==> src/frc_pkg.sv <==
// Purpose: shared constants and types for flash rewrite and interrupt control
// Assumes: core_clk at 250 MHz
// Notes: long counts are re-declared as top-level parameters
package frc_pkg;
   // ----------------------------------------
   // Timing
   // ----------------------------------------
   localparam int CLK_MHZ = 250;
   localparam int PROG_TIME_US = 50;
   localparam int PROG_CYCLES = PROG_TIME_US * CLK_MHZ;
   localparam int ERASE_TIME_MS = 400;
   localparam int ERASE_CYCLES = ERASE_TIME_MS * 1000 * CLK_MHZ;
   localparam int FRST_TIME_NS = 100;
   localparam int FRST_CYCLES = (FRST_TIME_NS * CLK_MHZ + 999) / 1000;
   localparam int WDT_CYCLES = 65536;
   localparam int SER_BAUD = 38400;
   localparam int SER_BIT_CYCLES = (CLK_MHZ * 1000000) / SER_BAUD;
   localparam int ID_BYTES = 7;
   // ----------------------------------------
   // Encodings and reset values
   // ----------------------------------------
   localparam logic [1:0] CTL_REWRITE = 2'h0;
   localparam logic [1:0] CTL_BLOCK0 = 2'h1;
   localparam logic [1:0] CTL_EWSEL = 2'h2;
   localparam logic [7:0] SER_ACK_OK = 8'hB0;
   localparam logic [7:0] SER_ACK_NG = 8'h80;
   localparam logic [3:0] SER_STOP_IDX = 4'h9;
   localparam logic RST_READY = 1'b1;
   localparam logic RST_PIN_O = 1'b1;
   // ----------------------------------------
   // Types
   // ----------------------------------------
   typedef struct packed {
      logic valid;
      logic [1:0] sel;
      logic val;
   } frc_ctl_wr_t;
   typedef struct packed {
      logic valid;
      logic erase;
      logic block0;
   } frc_cmd_t;
   typedef enum logic [1:0] {
      ST_READY = 2'b00,
      ST_BUSY = 2'b01,
      ST_FRST = 2'b11
   } frc_fl_state_t;
   typedef enum logic [1:0] {
      SR_IDLE = 2'b00,
      SR_RX = 2'b01,
      SR_TX = 2'b11
   } frc_ser_state_t;
endpackage : frc_pkg

==> src/frc_top.sv <==
// Purpose: self-rewrite mode control, interrupt deferral/abort, serial ID check, ROM protect
// Assumes: one clock; software keeps the protected write and clock limits
// Notes: the flash array itself is outside; busy time is modelled by counters
//
// Overview of operation
// - EW1: maskable irq waits for erase end
// - EW1: maskable irq waits for program end
// - Non-maskable irq aborts, resets flash, delayed
// - Watchdog keeps counting during flash commands
// - Serial programming uses async mode 3
// - Mode pin is bidirectional serial data
// - Mode pin high at reset: single-chip
// - Compare received ID with stored ID
// - ROM protect blocks parallel port access
// - Ready flag low while busy, high after
// - EW1 entered by select after enable
`timescale 1ns/1ps
module frc_top #(
   parameter int PROG_CYC = frc_pkg::PROG_CYCLES,
   parameter int ERASE_CYC = frc_pkg::ERASE_CYCLES,
   parameter int WDT_CYC = frc_pkg::WDT_CYCLES,
   parameter int BIT_CYC = frc_pkg::SER_BIT_CYCLES,
   parameter int IDB = frc_pkg::ID_BYTES
) (
   input wire logic core_clk,
   input wire logic rst,
   input wire frc_pkg::frc_ctl_wr_t ctl_wr,
   input wire frc_pkg::frc_cmd_t cmd,
   input wire logic irq_req,
   input wire logic nmi_ext_req,
   input wire logic wdt_kick,
   input wire logic mode_pin_i,
   input wire logic [IDB*8-1:0] id_stored,
   input wire logic rom_protect,
   input wire logic par_req,
   output logic cpu_rewrite_enable,
   output logic block0_unlock_enable,
   output logic ew_mode_select,
   output logic erase_write_zero_mode,
   output logic erase_write_one_mode,
   output logic flash_ready_flag,
   output logic flash_abort,
   output logic mi_service,
   output logic nmi_service,
   output logic serial_mode,
   output logic id_checked,
   output logic id_match,
   output logic mode_pin_o,
   output logic mode_pin_oe,
   output logic par_grant
);
   import frc_pkg::*;

   if (PROG_CYC < 1 || ERASE_CYC < 1 || WDT_CYC < 2 || BIT_CYC < 4 || BIT_CYC > 65535
       || IDB < 1 || IDB > 15) begin : g_chk
      $error("frc_top: unsupported parameter value");
   end

   localparam int A_FRST = FRST_CYCLES;
   localparam logic [15:0] BIT_M1 = 16'(BIT_CYC - 1);

   // ----------------------------------------
   // Control bits with protected set
   // ----------------------------------------
   logic [2:0] bits_q, bits_d, arm_q, arm_d;
   logic ew0_d, ew1_d;
   logic any_irq;
   assign any_irq = irq_req | nmi_ext_req;

   always_comb begin
      bits_d = bits_q;
      arm_d = any_irq ? 3'h0 : arm_q;
      if (ctl_wr.valid && ctl_wr.sel <= CTL_EWSEL) begin
         if (!ctl_wr.val) begin
            bits_d[ctl_wr.sel] = 1'b0;
            arm_d[ctl_wr.sel] = !any_irq;
         end else if (arm_q[ctl_wr.sel] && !any_irq) begin
            bits_d[ctl_wr.sel] = 1'b1;
         end
      end
      ew1_d = bits_d[CTL_REWRITE] & bits_d[CTL_EWSEL];
      ew0_d = bits_d[CTL_REWRITE] & ~bits_d[CTL_EWSEL];
   end

   always_ff @(posedge core_clk or posedge rst) begin
      if (rst) begin
         bits_q <= 3'h0;
         arm_q <= 3'h0;
         erase_write_zero_mode <= 1'b0;
         erase_write_one_mode <= 1'b0;
      end else begin
         bits_q <= bits_d;
         arm_q <= arm_d;
         erase_write_zero_mode <= ew0_d;
         erase_write_one_mode <= ew1_d;
      end
   end
   assign cpu_rewrite_enable = bits_q[CTL_REWRITE];
   assign block0_unlock_enable = bits_q[CTL_BLOCK0];
   assign ew_mode_select = bits_q[CTL_EWSEL];

   // ----------------------------------------
   // Flash sequencer, interrupts, watchdog
   // ----------------------------------------
   frc_fl_state_t fl_q, fl_d;
   logic [31:0] cnt_q, cnt_d, wdt_q, wdt_d;
   logic erase_q, erase_d, pend_q, pend_d, hold, nmi_take, wdt_irq, cmd_ok;
   logic ready_d, abort_d, mis_d, nmis_d, grant_d;

   always_comb begin
      fl_d = fl_q;
      cnt_d = cnt_q;
      erase_d = erase_q;
      abort_d = 1'b0;
      nmis_d = 1'b0;
      // Watchdog never pauses for flash work
      wdt_irq = (wdt_q == 32'(WDT_CYC - 1));
      wdt_d = (wdt_kick || wdt_irq) ? 32'h0 : wdt_q + 32'h1;
      nmi_take = nmi_ext_req | wdt_irq;
      cmd_ok = cmd.valid && cpu_rewrite_enable && !serial_mode && (!cmd.block0 || block0_unlock_enable);
      case (fl_q)
         ST_READY: begin
            if (nmi_take) begin
               nmis_d = 1'b1;
            end else if (cmd_ok) begin
               fl_d = ST_BUSY;
               erase_d = cmd.erase;
               cnt_d = cmd.erase ? 32'(ERASE_CYC - 1) : 32'(PROG_CYC - 1);
            end
         end
         ST_BUSY: begin
            if (nmi_take) begin
               fl_d = ST_FRST;
               abort_d = 1'b1;
               cnt_d = 32'(FRST_CYCLES - 1);
            end else if (cnt_q == 32'h0) begin
               fl_d = ST_READY;
            end else begin
               cnt_d = cnt_q - 32'h1;
            end
         end
         ST_FRST: begin
            // Abort drops on the same edge as service and ready
            if (cnt_q == 32'h0) begin
               fl_d = ST_READY;
               nmis_d = 1'b1;
            end else begin
               abort_d = 1'b1;
               cnt_d = cnt_q - 32'h1;
            end
         end
         default: begin
            fl_d = ST_READY;
         end
      endcase
      // EW1 defers maskable service to the end of the operation; EW0 does not
      hold = (erase_write_one_mode && fl_q == ST_BUSY) || fl_q == ST_FRST;
      mis_d = pend_q & ~hold;
      pend_d = (pend_q & hold) | irq_req;
      ready_d = (fl_d == ST_READY);
      grant_d = par_req & ~rom_protect;
   end

   always_ff @(posedge core_clk or posedge rst) begin
      if (rst) begin
         fl_q <= ST_READY;
         cnt_q <= 32'h0;
         wdt_q <= 32'h0;
         erase_q <= 1'b0;
         pend_q <= 1'b0;
         flash_ready_flag <= RST_READY;
         flash_abort <= 1'b0;
         mi_service <= 1'b0;
         nmi_service <= 1'b0;
         par_grant <= 1'b0;
      end else begin
         fl_q <= fl_d;
         cnt_q <= cnt_d;
         wdt_q <= wdt_d;
         erase_q <= erase_d;
         pend_q <= pend_d;
         flash_ready_flag <= ready_d;
         flash_abort <= abort_d;
         mi_service <= mis_d;
         nmi_service <= nmis_d;
         par_grant <= grant_d;
      end
   end

   // ----------------------------------------
   // Mode strap and single-wire serial ID check
   // ----------------------------------------
   frc_ser_state_t sr_q, sr_d;
   logic ms1_q, ms2_q, smode_d;
   logic [1:0] strap_q, strap_d;
   logic [15:0] bcnt_q, bcnt_d;
   logic [3:0] bidx_q, bidx_d;
   logic [7:0] sh_q, sh_d;
   logic [3:0] nb_q, nb_d;
   logic [IDB*8-1:0] idb_q, idb_d;
   logic chk_d, match_d, pin_d, oe_d;

   always_comb begin
      strap_d = (strap_q == 2'h3) ? strap_q : strap_q + 2'h1;
      // Pin caught once, after the synchroniser has filled
      smode_d = (strap_q == 2'h2) ? !ms2_q : serial_mode;
      sr_d = sr_q;
      bcnt_d = bcnt_q;
      bidx_d = bidx_q;
      sh_d = sh_q;
      nb_d = nb_q;
      idb_d = idb_q;
      chk_d = id_checked;
      match_d = id_match;
      case (sr_q)
         SR_IDLE: begin
            if (serial_mode && !ms2_q) begin
               sr_d = SR_RX;
               bcnt_d = 16'(BIT_CYC / 2);
               bidx_d = 4'h0;
            end
         end
         SR_RX: begin
            if (bcnt_q != 16'h0) begin
               bcnt_d = bcnt_q - 16'h1;
            end else begin
               bcnt_d = BIT_M1;
               bidx_d = bidx_q + 4'h1;
               if (bidx_q == 4'h0 && ms2_q) begin
                  sr_d = SR_IDLE;
               end else if (bidx_q != 4'h0 && bidx_q != SER_STOP_IDX) begin
                  sh_d = {ms2_q, sh_q[7:1]};
               end else if (bidx_q == SER_STOP_IDX) begin
                  idb_d = {idb_q[IDB*8-9:0], sh_q};
                  sr_d = SR_IDLE;
                  nb_d = nb_q + 4'h1;
                  if (nb_q == 4'(IDB - 1)) begin
                     match_d = (idb_d == id_stored);
                     chk_d = 1'b1;
                     sh_d = match_d ? SER_ACK_OK : SER_ACK_NG;
                     nb_d = 4'h0;
                     bidx_d = 4'h0;
                     sr_d = SR_TX;
                  end
               end
            end
         end
         SR_TX: begin
            if (bcnt_q != 16'h0) begin
               bcnt_d = bcnt_q - 16'h1;
            end else begin
               bcnt_d = BIT_M1;
               bidx_d = bidx_q + 4'h1;
               if (bidx_q == SER_STOP_IDX) begin
                  sr_d = SR_IDLE;
               end
            end
         end
         default: begin
            sr_d = SR_IDLE;
         end
      endcase
      // Start low, data LSB first, stop high
      oe_d = (sr_d == SR_TX);
      if (!oe_d || bidx_d == SER_STOP_IDX) begin
         pin_d = 1'b1;
      end else if (bidx_d == 4'h0) begin
         pin_d = 1'b0;
      end else begin
         pin_d = sh_d[bidx_d[2:0] - 3'h1];
      end
   end

   always_ff @(posedge core_clk or posedge rst) begin
      if (rst) begin
         ms1_q <= 1'b1;
         ms2_q <= 1'b1;
         strap_q <= 2'h0;
         serial_mode <= 1'b0;
         sr_q <= SR_IDLE;
         bcnt_q <= 16'h0;
         bidx_q <= 4'h0;
         sh_q <= 8'h00;
         nb_q <= 4'h0;
         idb_q <= '0;
         id_checked <= 1'b0;
         id_match <= 1'b0;
         mode_pin_o <= RST_PIN_O;
         mode_pin_oe <= 1'b0;
      end else begin
         ms1_q <= mode_pin_i;
         ms2_q <= ms1_q;
         strap_q <= strap_d;
         serial_mode <= smode_d;
         sr_q <= sr_d;
         bcnt_q <= bcnt_d;
         bidx_q <= bidx_d;
         sh_q <= sh_d;
         nb_q <= nb_d;
         idb_q <= idb_d;
         id_checked <= chk_d;
         id_match <= match_d;
         mode_pin_o <= pin_d;
         mode_pin_oe <= oe_d;
      end
   end
endmodule : frc_top

==> config.mk <==
export PLATFORM = sky130hd
export DESIGN_NAME = frc_top
export DESIGN_NICKNAME = d
export VERILOG_FILES = /design/src/frc_pkg.sv /design/src/frc_top.sv
export SDC_FILE = /design/constraint.sdc
export NUM_CORES = 1
export LEC_CHECK = 0
export ABC_AREA = 1
export BUFFER_PORTS_ARGS = -buffer_cell sky130_fd_sc_hd__buf_2
export CORE_MARGIN = 2
export CORE_UTILIZATION = 45
export CTS_CLUSTER_SIZE = 28
export DETAILED_ROUTE_END_ITERATION = 7
export GPL_TIMING_DRIVEN = 0
export PLACE_DENSITY = 0.68
export REMOVE_ABC_BUFFERS = 1
export SLEW_MARGIN = 15
export SYNTH_ARGS = -nofsm -noshare
export SYNTH_HDL_FRONTEND = slang
export SYNTH_SLANG_ARGS = --single-unit
==> constraint.sdc <==
create_clock -name core_clk -period 5.8 [get_ports core_clk]
set_input_delay 0.58 -clock core_clk [delete_from_list [all_inputs] [get_ports core_clk]]
set_output_delay 0.58 -clock core_clk [all_outputs]
set_load 0.1 [all_outputs]
# --- Word-level counts from Yosys, hierarchy flattened ---
# Cells that the tools add are included.
totals:
  reg_bits: 171
  output_inout_bits: 15
  elab_cells: 168
classes:
  add_sub_neg: 7
  magnitude_cmp: 4
  n_eq_ne: 17
  n_mux: 60
  n_bitwise: 17
  reduce_logical: 35
ops:
  columns: ["op", "n"]
  rows:
  - ["2-to-1 mux 32 bit", 5]
  - ["case mux 32 bit (3 select lines)", 1]
  - ["equality test 56 bit", 1]
  - ["2-to-1 mux 8 bit", 6]
  - ["adder 32 x 1 -> 32 bit, second input constant", 1]
  - ["equality test 32 x 16 -> 1 bit, second input constant", 1]
  - ["logical NOT 32 bit", 1]
  - ["2-to-1 mux 16 bit", 2]
  - ["2-to-1 mux 4 bit", 8]
  - ["case mux 16 bit (2 select lines)", 1]
  - ["subtractor 32 x 1 -> 32 bit, second input constant", 1]
  - ["2-to-1 mux 27 bit", 1]
  - ["2-to-1 mux 2 bit", 12]
  - ["2-to-1 mux 3 bit", 6]
  - ["nonzero test 16 bit", 1]
  - ["subtractor 16 x 1 -> 16 bit, second input constant", 1]
  - ["case mux 2 bit (3 select lines)", 2]
  - ["case mux 4 bit (3 select lines)", 1]
  - ["equality test 2 bit, second input constant", 5]
  - ["logical AND 1 bit", 10]
  - ["adder 4 x 1 -> 4 bit, second input constant", 2]
  - ["equality test 4 bit, second input constant", 2]
  - ["logical NOT 4 bit", 2]
  - ["2-to-1 mux 1 bit", 8]
  - ["34 further kinds", 59]

# --- Longest topological paths before layout ---
# Gate-level depths: netlist (run 1).
depth:
  depth_word: 12
  depth_mapped: 18

# --- Worst setup path after synthesis (run 1) ---
# OpenSTA, ideal clock, no wires.
synth_path:
  path_kind: "register -> register"
  startpoint: "register serial_mode"
  endpoint: "register mode_pin_o"
  setup_ns: 0.079
  t_arrival_ns: 2.277
  slack_ns: 3.444
  path_stages_with_launch: 13
  cell_sequence: "dfrtp_1 > nand3_1 > nand2_1 > nand2_4 > inv_1 > nor2_1 > a31oi_1 > ha_1 > inv_1 > xor2_1 > nand3_1 > nand3_1 > nand2_1"
synth_via:
  elab_chain_len: 8
synth_rtl:
  columns: ["item", "line", "source"]
  rows:
  - ["start: declaration", "frc_top.sv:45", "output logic serial_mode,"]
  - ["start signal: assignment", "frc_top.sv:294", "serial_mode <= smode_d;"]
  - ["logical AND 1 bit *", "frc_top.sv:217", "if (serial_mode && !ms2_q) begin"]
  - ["2-to-1 mux 4 bit", "frc_top.sv:217", null]
  - ["case mux 4 bit (3 select lines)", "frc_top.sv:215", "case (sr_q)"]
  - ["subtractor 3 x 1 -> 3 bit", "frc_top.sv:270", "pin_d = sh_d[bidx_d[2:0] - 3'h1];"]
  - ["binary-select mux 1 bit (select 3 bit)", "frc_top.sv:270", null]
  - ["2-to-1 mux 1 bit (not written as such)", "frc_top.sv:270", null]
  - ["2-to-1 mux 1 bit", "frc_top.sv:267", "end else if (bidx_d == 4'h0) begin"]
  - ["2-to-1 mux 1 bit *", "frc_top.sv:265", "if (!oe_d || bidx_d == SER_STOP_IDX) begin"]
  - ["via pin_d", "frc_top.sv:201", "logic chk_d, match_d, pin_d, oe_d;"]
  - ["end signal: assignment", "frc_top.sv:303", "mode_pin_o <= pin_d;"]
  - ["end: declaration", "frc_top.sv:48", "output logic mode_pin_o,"]
# Mark *: on every way through the listed nets, which the timed path passes. The rest lies on a longest branch. The select of a mux whose other input is x is not followed.
# A chain may end at the register's enable or synchronous reset.

# --- Worst setup path in the final report (run 1) ---
layout_path:
  startpoint: "register bcnt_q[0]"
  endpoint: "register idb_q[5]"
layout_via:
  elab_chain_len: 3
layout_rtl:
  columns: ["item", "line", "source"]
  rows:
  - ["start: declaration", "frc_top.sv:196", "logic [15:0] bcnt_q, bcnt_d;"]
  - ["start signal: assignment", "frc_top.sv:296", "bcnt_q <= bcnt_d;"]
  - ["nonzero test 16 bit", "frc_top.sv:224", "if (bcnt_q != 16'h0) begin"]
  - ["inverter 1 bit (no source line)", null, null]
  - ["AND reduction 5 bit (no source line)", null, null]
  - ["end signal: assignment", "frc_top.sv:300", "idb_q <= idb_d;"]
  - ["end: declaration", "frc_top.sv:200", "logic [IDB*8-1:0] idb_q, idb_d;"]
# Every way passes these cells.

==> results.md, run 1 <==
- Seq/Total Area, Yosys: 42.1%
- First-pass GRT wire length: 39.4 mm
- Insertion delay to the later sink of the worst-skew pair: around 0.43 ns
- Worst min-delay path category: input port to async pin
- Post-synthesis compound-gate area fraction: 10.5%
- Largest family of logic cells by synthesized area: simple AND/OR/NAND/NOR gates
- CP startpoint kind: flop
- Critical path peak fanout: 90
- Asr flop ratio synth: 100%
- I/O pins: 86
- Peak supply drop: between 0.15 and 0.2 mV
- Root Driver: clkbuf_16
- Row count: between 50 and 60
- Fmax: about 330 MHz
- Final HPWL DP: 17.0 mm
- Status: finished, final reports clean
- Diodes inserted: 0
- Cell Count, Final, Fillers Out: between 1,500 and 2,000
- CTS sink cnt: between 150 and 200
- Final min period: about 3.0 ns
- Die X: about 150 um
- Ys flop type: dfrtp_1
- Num CTS Buffers: 17
- Reg clk slew, reported paths: approximately 0.07 ns
- CTS tree: built
- Synth Area per Inst: ~7.4 sq um
- Largest net degree at the start of global routing: 94
- Initial drt markers: roughly 550
- Post-Syn Instances: roughly 1,400
- Drt total wl: around 23 mm
- Setup violators final: 0
- Max incr delay on CP: around 0.50 ns
- Power per cell area: roughly 310 mW/mm^2
- Die area: 0.0238 sq mm
- Pins Over Slew Limit: 0
- NumNets Final: about 1,500
- Grt ovf: 0
- Final hold vios: 0
- Hold-fix buffers at CTS: 0
- XOR/XNOR Fraction of Synth Area: approximately 4%
- MaxCap Viol Count: 0
- Synthesis warning total: 0
- Sequential cell area: approximately 0.0043 sq mm
- Unique cell type count in the Yosys netlist: a little under 60
- Placed cells: between 1,500 and 2,000
- Synthesized area: a little over 0.01 sq mm
- Commonest non-fill, non-tap cells in the layout: nand2_1 (353), inv_1 (222), dfrtp_1 (167), nor2_1 (164), o21ai_0 (87)
- Placer Congestion: 0.870
- Initial Util: between 40 and 50%
- Slowest CP cell: nor3_4
- Crit Path Category: flop to flop
- H-tree depth: 4
- Seq cells post-synth: 171
- Setup TNS: 0 ns
- Multi-input logic area: approximately 0.0049 sq mm
- Routed via count: 8,840
- Post-synth EDFFs: 0
- Drt first pass iters: 5
- Fillers: between 2,000 and 2,500
- RSZ-0062 raised after global routing: false
- Tot Pwr: ~0.0036 W
- Worst EP required: a little over 6 ns
- Leakage: ~5.6 nW
- Vias in the first global route: 8,293
- Layout cells sized above 1: between 10% and 20%
- Die Y: roughly 150 um
- Avg Vias per Cell: just over 5
- DRC violations left: 0
- Most common cell after layout, fill and taps aside: nand2_1
- Post_cts resized: 0
- PortBufs: 85
- Worst Max-Slew Pin Slew: 0.807 ns
- Post-route ant nets: 0
- Multiplexer area fraction after synthesis: 0%
- Post-CTS Setup Bufs: 0
- Core area: 0.0224 sq mm
- Max clock buf depth: 2
- Period utilization: just over 50%
- CP endpoint kind: flop
- Hold slack: approximately 0.2 ns
- Post-Synth Adder-Cell Area: under 10%
- Setup ws final: 2.81 ns
- Drt wl/cell: 13.3 um
- Initial antenna violation count: 1
- Max-slew headroom: a little under half
- Simple-gate area share of the yosys netlist: between 30% and 40%
- Clk_skew: between 0.01 and 0.015 ns
- Worst Path Arrival: ~3.3 ns
- Post-Place Setup Slack: 2.81 ns
- Crit path cell chain: inv_1 -> ha_1 -> nand3_4 -> inv_1 -> nand3_2 -> nor3_4 -> inv_2 -> nor2_1 -> nand2_4 -> o21ai_0
- Critical Path Most Common Cell: inv_1
- Syn-to-layout area delta: 13.4%
- Tot GR Track Use: 20.2%
-- metal layers --
metal,part of all wire (%),vias up,global-route usage [%]
met5,0.047,-,0
met4,1.4,2,6.39
met3,4.4,26,3.50
met2,46,194,32.5
met1,48,4090,28.0
li1,-,4528,-
-- worst max-delay path: cells and delay by family (launching register included) --
kind,cells,cell delay (ns)
and+or+nand+nor,5,1.42
DFF,1,0.39
AOI/OAI and AO/OA,1,0.38
buffers and inverters,3,0.38
adders and majority gates,1,0.24
-- cells in the mapped netlist, types with 8 or more instances --
library cell    n  area, sq um
nor3_1         21          105
nand3_1        53          265
nand2_2        10         62.6
o21ai_1        21          105
ha_1           15          188
nand4_1        22          138
o21ai_0        87          435
inv_2          12         45.0
inv_1         223          837
nor2_1        164          616
o211ai_1       10         75.1
nor3_2          9         90.1
clkbuf_1        9         33.8
buf_2           8         40.0
a31oi_1        10         62.6
xnor2_1         9         78.8
nor2_2         16          100
nand2_1       354         1330
dfrtp_1       167         4180
xor2_1         37          324
nor4_1         12         75.1
a21oi_1        36          180
-- area by class of cell --
| cell class | count | area share, % |
|---|---|---|
| tap | 285 | 3.09 |
| sequential | 171 | 37.1 |
| multi-input combinational | 946 | 42.3 |
| inverter | 238 | 7.88 |
| timing repair buffer | 86 | 3.92 |
| clock buffer | 21 | 4.08 |
| clock inverter | 11 | 1.65 |
-- registers in the layout, summed over array words and instances (netlist names), 3 cells and up --
name    count
arm_q       3
bcnt_q     16
bidx_q      4
bits_q      3
cnt_q      32
idb_q      48
nb_q        4
sh_q        8
wdt_q      32
-- path summary, 6_finish.rpt --
check                                 startpoint                    to  slack, ns  cells after the start
max                        bcnt_q[0]$_DFFE_PP0P_  idb_q[5]$_DFFE_PP0P_       2.81                     10
min                                          rst    arm_q[0]$_DFF_PP0_       0.20                      2
max reg2reg                bcnt_q[0]$_DFFE_PP0P_  idb_q[5]$_DFFE_PP0P_       2.81                     10
min reg2reg                      ms1_q$_DFF_PP1_       ms2_q$_DFF_PP1_       0.36                      0
max in group asynchronous                    rst   wdt_q[14]$_DFF_PP0_       4.73                      3
min in group core_clk                 mode_pin_i       ms1_q$_DFF_PP1_       0.24                      1
-- cell families (layout without fill, tap and decap cells) --
| family | count (synthesis) | in the layout |
|---|---|---|
| compound gates | 189 | 189 |
| xor+xnor | 46 | 46 |
| fa+ha+maj | 15 | 15 |
| buf+inv | 260 | 356 |
| flops | 171 | 171 |
| simple gates | 696 | 696 |
-- where the power goes --
part	total, W	internal (W)	switching (W)	leakage (nW)
registers	0.00145	0.00132	0.000130	2.24
clock network	0.00128	0.000799	0.000482	0.323
logic	0.000835	0.000264	0.000571	3.06
total	0.00356	0.00238	0.00118	5.63
-- metrics by stage --
stage          instance area [sq um]  utilization (%)
6_report                       11500             51.5
5_1_grt                        11500             51.5
4_1_cts                        11500             51.5
3_5_place_dp                   10900             48.5
3_3_place_gp                   10800             48.3
2_1_floorplan                  10100                -
Power figures use the tool's default switching activity.
==> run 2, diff against run 1 <==
clock period = 2.8 ns   (was 5.8 ns; I/O delays follow)
==> results.md, run 2 (synthesis results as in run 1) <==
- Clk_skew: about 0.011 ns
- Met2 wire length: between 10 and 15 mm
- Largest reg by FF count: idb_q
- Initial antenna violation count: 1
- Setup violators final: 0
- Status: finished, final reports clean
- Delay-heaviest family, CP: simple AND/OR/NAND/NOR gates
- M1 wire length: ~11 mm
- Initial Util: between 40 and 50%
- Leading registers by flop count: idb_q: 48 flops, cnt_q: 32 flops, wdt_q: 32 flops
- Row count: 55
- Crit Path Category: flop to flop
- Diodes inserted: 0
- Reg clk slew, reported paths: about 0.07 ns
- Leakage: 5.67 nW
- Crit path cell chain: inv_2 -> ha_4 -> nand3_4 -> nor2_2 -> nand3_2 -> nor3_4 -> inv_2 -> nand2_4 -> nand2_4 -> inv_2 -> nor2_1 -> a31oi_2 -> ha_2 -> inv_1 -> xor2_1 -> nand3_1 -> nand3_1 -> nand2_1
- Fmax: 382 MHz
- Drt first pass iters: 5
- Largest register FFs: 48
- Worst min-delay path category: input port to flop
- Sequential cell area: approximately 0.0043 sq mm
- Setup TNS: 0 ns
- H-tree depth: 4
- MaxCap Viol Count: 0
- CTS tree: built
- Die area: between 0.02 and 0.025 sq mm
- Power per cell area: roughly 640 mW/mm^2
- Period utilization: ~94%
- Final HPWL DP: about 17 mm
- Drt wl/cell: 13.5 um
- Initial drt markers: 609
- Commonest non-fill, non-tap cells in the layout: nand2_1 (352), inv_1 (219), dfrtp_1 (167), nor2_1 (163), o21ai_0 (87)
- Final hold vios: 0
- Multi-input logic area: 0.00493 sq mm
- Critical Path Most Common Cell: inv_2
- Fillers: 2,165
- CTS sink cnt: roughly 170
- Slowest CP cell: dfrtp_1
- Worst EP required: between 3 and 4 ns
- Uppermost layer routed: met5
- First-pass GRT wire length: ~39 mm
- Die X: 154 um
- Root Driver: clkbuf_16
- CP startpoint kind: flop
- Syn-to-layout area delta: 14.7%
- Num CTS Buffers: 17
- NumNets Final: between 1,500 and 2,000
- Die Y: about 150 um
- Avg Vias per Cell: between 5 and 6
- Placer Congestion: around 0.87
- Worst Max-Slew Pin Slew: roughly 0.76 ns
- Hold slack: ~0.045 ns
- Grt ovf: 0
- Max incr delay on CP: around 0.40 ns
- Insertion delay to the later sink of the worst-skew pair: between 0.4 and 0.5 ns
- CP endpoint kind: flop
- Peak supply drop: 0.378 mV
- Final min period: 2.62 ns
- Pins Over Slew Limit: 0
- Post-route ant nets: 0
- Max-slew headroom: 49.4%
- Largest net degree at the start of global routing: 94
- Buf/Inv on CP: 4
- Max clock buf depth: 2
- Vias in the first global route: approximately 8,300
- DRC violations left: 0
- Tot GR Track Use: around 20%
- Core area: 0.0224 sq mm
- Routed via count: just under 9,000
- PortBufs: 85
- Drt total wl: roughly 24 mm
- Critical path peak fanout: 5
- Worst Path Arrival: ~3 ns
- Most common cell after layout, fill and taps aside: nand2_1
- Layout cells sized above 1: 14.8%
- I/O pins: between 80 and 90
- DR WL met3: 1.13 mm
run 2: cell type report:
cell class | count | area share (%)
tap | 285 | 3.05
multi-input combinational | 947 | 42.3
sequential | 171 | 36.7
timing repair buffer | 95 | 4.52
clock inverter | 11 | 1.63
clock buffer | 21 | 4.03
inverter | 238 | 7.79
run 2: final timing paths:
kind                                        from                    end  slack (ns)  depth (start not counted)
hold reg to reg                  ms1_q$_DFF_PP1_        ms2_q$_DFF_PP1_        0.36                          0
min in group asynchronous                    rst     arm_q[0]$_DFF_PP0_        0.45                          3
max in group asynchronous                    rst  idb_q[28]$_DFFE_PP0P_        1.47                          4
setup / recovery           bcnt_q[0]$_DFFE_PP0P_   mode_pin_o$_DFF_PP1_        0.18                         18
setup reg to reg           bcnt_q[0]$_DFFE_PP0P_   mode_pin_o$_DFF_PP1_        0.18                         18
hold / removal                           par_req    par_grant$_DFF_PP0_        0.05                          3
run 2: power breakdown:
group	internal (W)	switching (W)	leakage, nW
logic	0.000573	0.00122	3.11
registers	0.00273	0.000274	2.24
clock network	0.00166	0.000997	0.323
run 2: worst register-to-register path: stages (launching register included):
cell and delay, ns:
dfrtp_1 0.40, inv_2 0.09, ha_4 0.16, nand3_4 0.09, nor2_2 0.12, nand3_2 0.10
nor3_4 0.27, inv_2 0.10, nand2_4 0.09, nand2_4 0.08, inv_2 0.07, nor2_1 0.04
a31oi_2 0.24, ha_2 0.25, inv_1 0.06, xor2_1 0.15, nand3_1 0.09, nand3_1 0.09
nand2_1 0.05
run 2: what timing repair did:
action | CTS | global route
setup buffers | 1 | 5
resized for setup | 2 | 10
hold buffers | 3 | 0
endpoints found under the hold margin | 77 | 0
endpoints found under the setup margin | 46 | 16
cloned | 0 | 1
pin swaps | 1 | 3
run 2: routing by layer:
metal / global-route usage, % / vias up
li1: - / 4553
met1: 28.1 / 4137
met2: 32.7 / 196
met3: 3.42 / 25
met4: 6.17 / 2
met5: 0 / -
run 2: metrics by stage:
| step | instance area, sq um | util, % | instances | power, W | setup WS (ns) |
|---|---|---|---|---|---|
| 6_report | 11700 | 52.0 | 1768 | 0.00745 | 0.179 |
| 4_1_cts | 11600 | 51.7 | 1762 | 0.00744 | 0.0264 |
| 5_1_grt | 11700 | 52.0 | 1768 | 0.00788 | -0.0322 |
| 3_3_place_gp | 10800 | 48.3 | 1725 | 0.00470 | -4.30 |
| 3_5_place_dp | 10900 | 48.5 | 1726 | 0.00476 | -0.191 |
| 2_1_floorplan | 10100 | - | 1355 | 0.00432 | -2.11 |
==> run 3, diff against run 2 <==
GPL_TIMING_DRIVEN = default   (was 0)
PLACE_DENSITY = default   (was 0.68)
PLACE_DENSITY_LB_ADDON = 0.2   (was default)
==> results.md, run 3 (synthesis results as in run 1) <==
- Critical path peak fanout: 5
- Num CTS Buffers: 17
- Post-Place Setup Slack: ~0.095 ns
- Diodes inserted: 0
- Drt total wl: roughly 24 mm
- CP endpoint kind: flop
- Worst Max-Slew Pin Slew: around 0.81 ns
- Placer Congestion: about 0.89
- DRC violations left: 0
- Tot GR Track Use: about a fifth
- Commonest non-fill, non-tap cells in the layout: nand2_1 (353), inv_1 (222), dfrtp_1 (167), nor2_1 (164), o21ai_0 (87)
- PortBufs: 85
- Max incr delay on CP: 0.39 ns
- Final min period: 2.61 ns
- Period utilization: 93.1%
- Layout cells sized above 1: 15.4%
- Largest register FFs: between 40 and 50
- R2R Path End: mode_pin_o$_DFF_PP1_
- R2R setup slack: slightly below 0.2 ns
- CTS sink cnt: 171
- Drt wl/cell: approximately 13 um
- Root Driver: clkbuf_16
- CP startpoint kind: flop
- Fmax: around 380 MHz
- Tot Pwr: between 0.007 and 0.008 W
- Leading registers by flop count: idb_q: 48 flops, cnt_q: 32 flops, wdt_q: 32 flops
- Grt ovf: 0
- Largest reg by FF count: idb_q
- Peak supply drop: 0.376 mV
- Critical path startpoint: bcnt_q[0]$_DFFE_PP0P_
- First-pass GRT wire length: roughly 41 mm
- Worst EP required: 3.16 ns
- Slowest CP cell: dfrtp_1
- Worst min-delay path category: input port to flop
- MaxCap Viol Count: 0
- Row count: 55
- Setup violators final: 0
- Post-route ant nets: 0
- H-tree depth: 4
- Routed via count: between 8,000 and 9,000
- Insertion delay to the later sink of the worst-skew pair: roughly 0.43 ns
- Die area: ~0.024 sq mm
- Most common cell after layout, fill and taps aside: nand2_1
- CTS tree: built
- Worst setup path end: mode_pin_o$_DFF_PP1_
- Hold slack: ~0.056 ns
- Status: finished, final reports clean
- Final HPWL DP: about 18 mm
- Max clock buf depth: 2
- Syn-to-layout area delta: 14.9%
- Avg Vias per Cell: 4.93
- Crit Path Category: flop to flop
- Fillers: approximately 2,200
- Largest net degree at the start of global routing: slightly above 90
- Core area: 0.0224 sq mm
- Reg clk slew, reported paths: about 0.070 ns
- Max-slew headroom: between 40% and 50%
- Setup ws final: around 0.19 ns
- Critical Path Most Common Cell: inv_1
- Leakage: between 5 and 6 nW
- I/O pins: 86
- Vias in the first global route: about 8,400
- Worst Path Arrival: between 2 and 3 ns
- Pins Over Slew Limit: 0
- Crit path cell chain: inv_1 -> ha_2 -> nand3_4 -> nor2_2 -> nand3_2 -> nor3_4 -> inv_2 -> nand2_4 -> nand2_4 -> inv_1 -> nor2_1 -> a31oi_2 -> ha_2 -> inv_1 -> xor2_1 -> nand3_1 -> nand3_1 -> nand2_1
- Die X: approximately 150 um
- Die Y: 154 um
- Final hold vios: 0
- NumNets Final: around 1,600
- Worst reg2reg path startpoint: bcnt_q[0]$_DFFE_PP0P_
- Initial Util: between 40% and 50%
- Initial antenna violation count: 0
- Power per cell area: ~600 mW/mm^2
- Drt first pass iters: 7
- R2R depth: 18
- Clk_skew: 0.0105 ns
- Initial drt markers: 604
## run 3: changes by cell type in the layout (fill, tap and decap cells not counted), sizes merged
cell and change:
o21ai -1, buf +17, bufinv -3, clkbuf -1
clkinvlp +3, inv +1
## run 3: critical path, delay by kind of cell (launching register included)
family | cells | cell delay (ns)
simple gates | 10 | 0.97
flops | 1 | 0.39
buf+inv | 4 | 0.34
fa+ha+maj | 2 | 0.46
compound gates | 1 | 0.23
xor+xnor | 1 | 0.15
## run 3: per-layer routing
metal / GRT usage (%) / up-vias / share of wire (%)
met3: 3.14 / 20 / 4.4
met4: 5.47 / 0 / 1.2
met2: 32.1 / 195 / 44
li1: - / 4564 / -
met5: 0 / - / 0
met1: 31.3 / 4010 / 50
## run 3: how the worst min path moves through the flow
stage	start	end	slack, ns	depth (start not counted)
after detailed placement	ms1_q$_DFF_PP1_	ms2_q$_DFF_PP1_	0.35	0
after CTS	par_req	par_grant$_DFF_PP0_	0.04	3
after global placement	ms1_q$_DFF_PP1_	ms2_q$_DFF_PP1_	0.35	0
after floorplan	mode_pin_i	ms1_q$_DFF_PP1_	0.28	0
final	par_req	par_grant$_DFF_PP0_	0.06	3
after global routing	par_req	par_grant$_DFF_PP0_	0.06	3
## run 3: where the power goes
| part | switching, W | internal (W) | leakage [nW] |
|---|---|---|---|
| logic | 0.00122 | 0.000590 | 3.18 |
| registers | 0.000258 | 0.00273 | 2.24 |
| clock network | 0.00103 | 0.00137 | 0.279 |
## run 3: final cells by class
cell class | count | area, sq um | area share [%]
Sequential cell | 171 | 4280 | 36.7
Clock inverter | 12 | 139 | 1.19
Multi-Input combinational cell | 946 | 4880 | 41.8
Timing Repair Buffer | 112 | 661 | 5.65
Tap cell | 285 | 357 | 3.05
Inverter | 238 | 907 | 7.76
Clock buffer | 20 | 457 | 3.91
## run 3: through the flow
stage	instance area, sq um	util, %	std cells	setup TNS (ns)
after detailed placement	11000	49.1	1743	0
after floorplan	10100	-	1355	-362.88
final	11700	52.1	1784	0
after global placement	11000	49.1	1743	0
after global routing	11700	52.1	1784	-0.0165
after CTS	11600	51.9	1778	0
## run 3: what timing repair did
action                                 CTS  global route
hold buffers                             3             0
setup endpoints to repair                0             1
endpoints found under the hold margin   66             0
buffers inserted                         0             6
gates resized for setup                  0             3
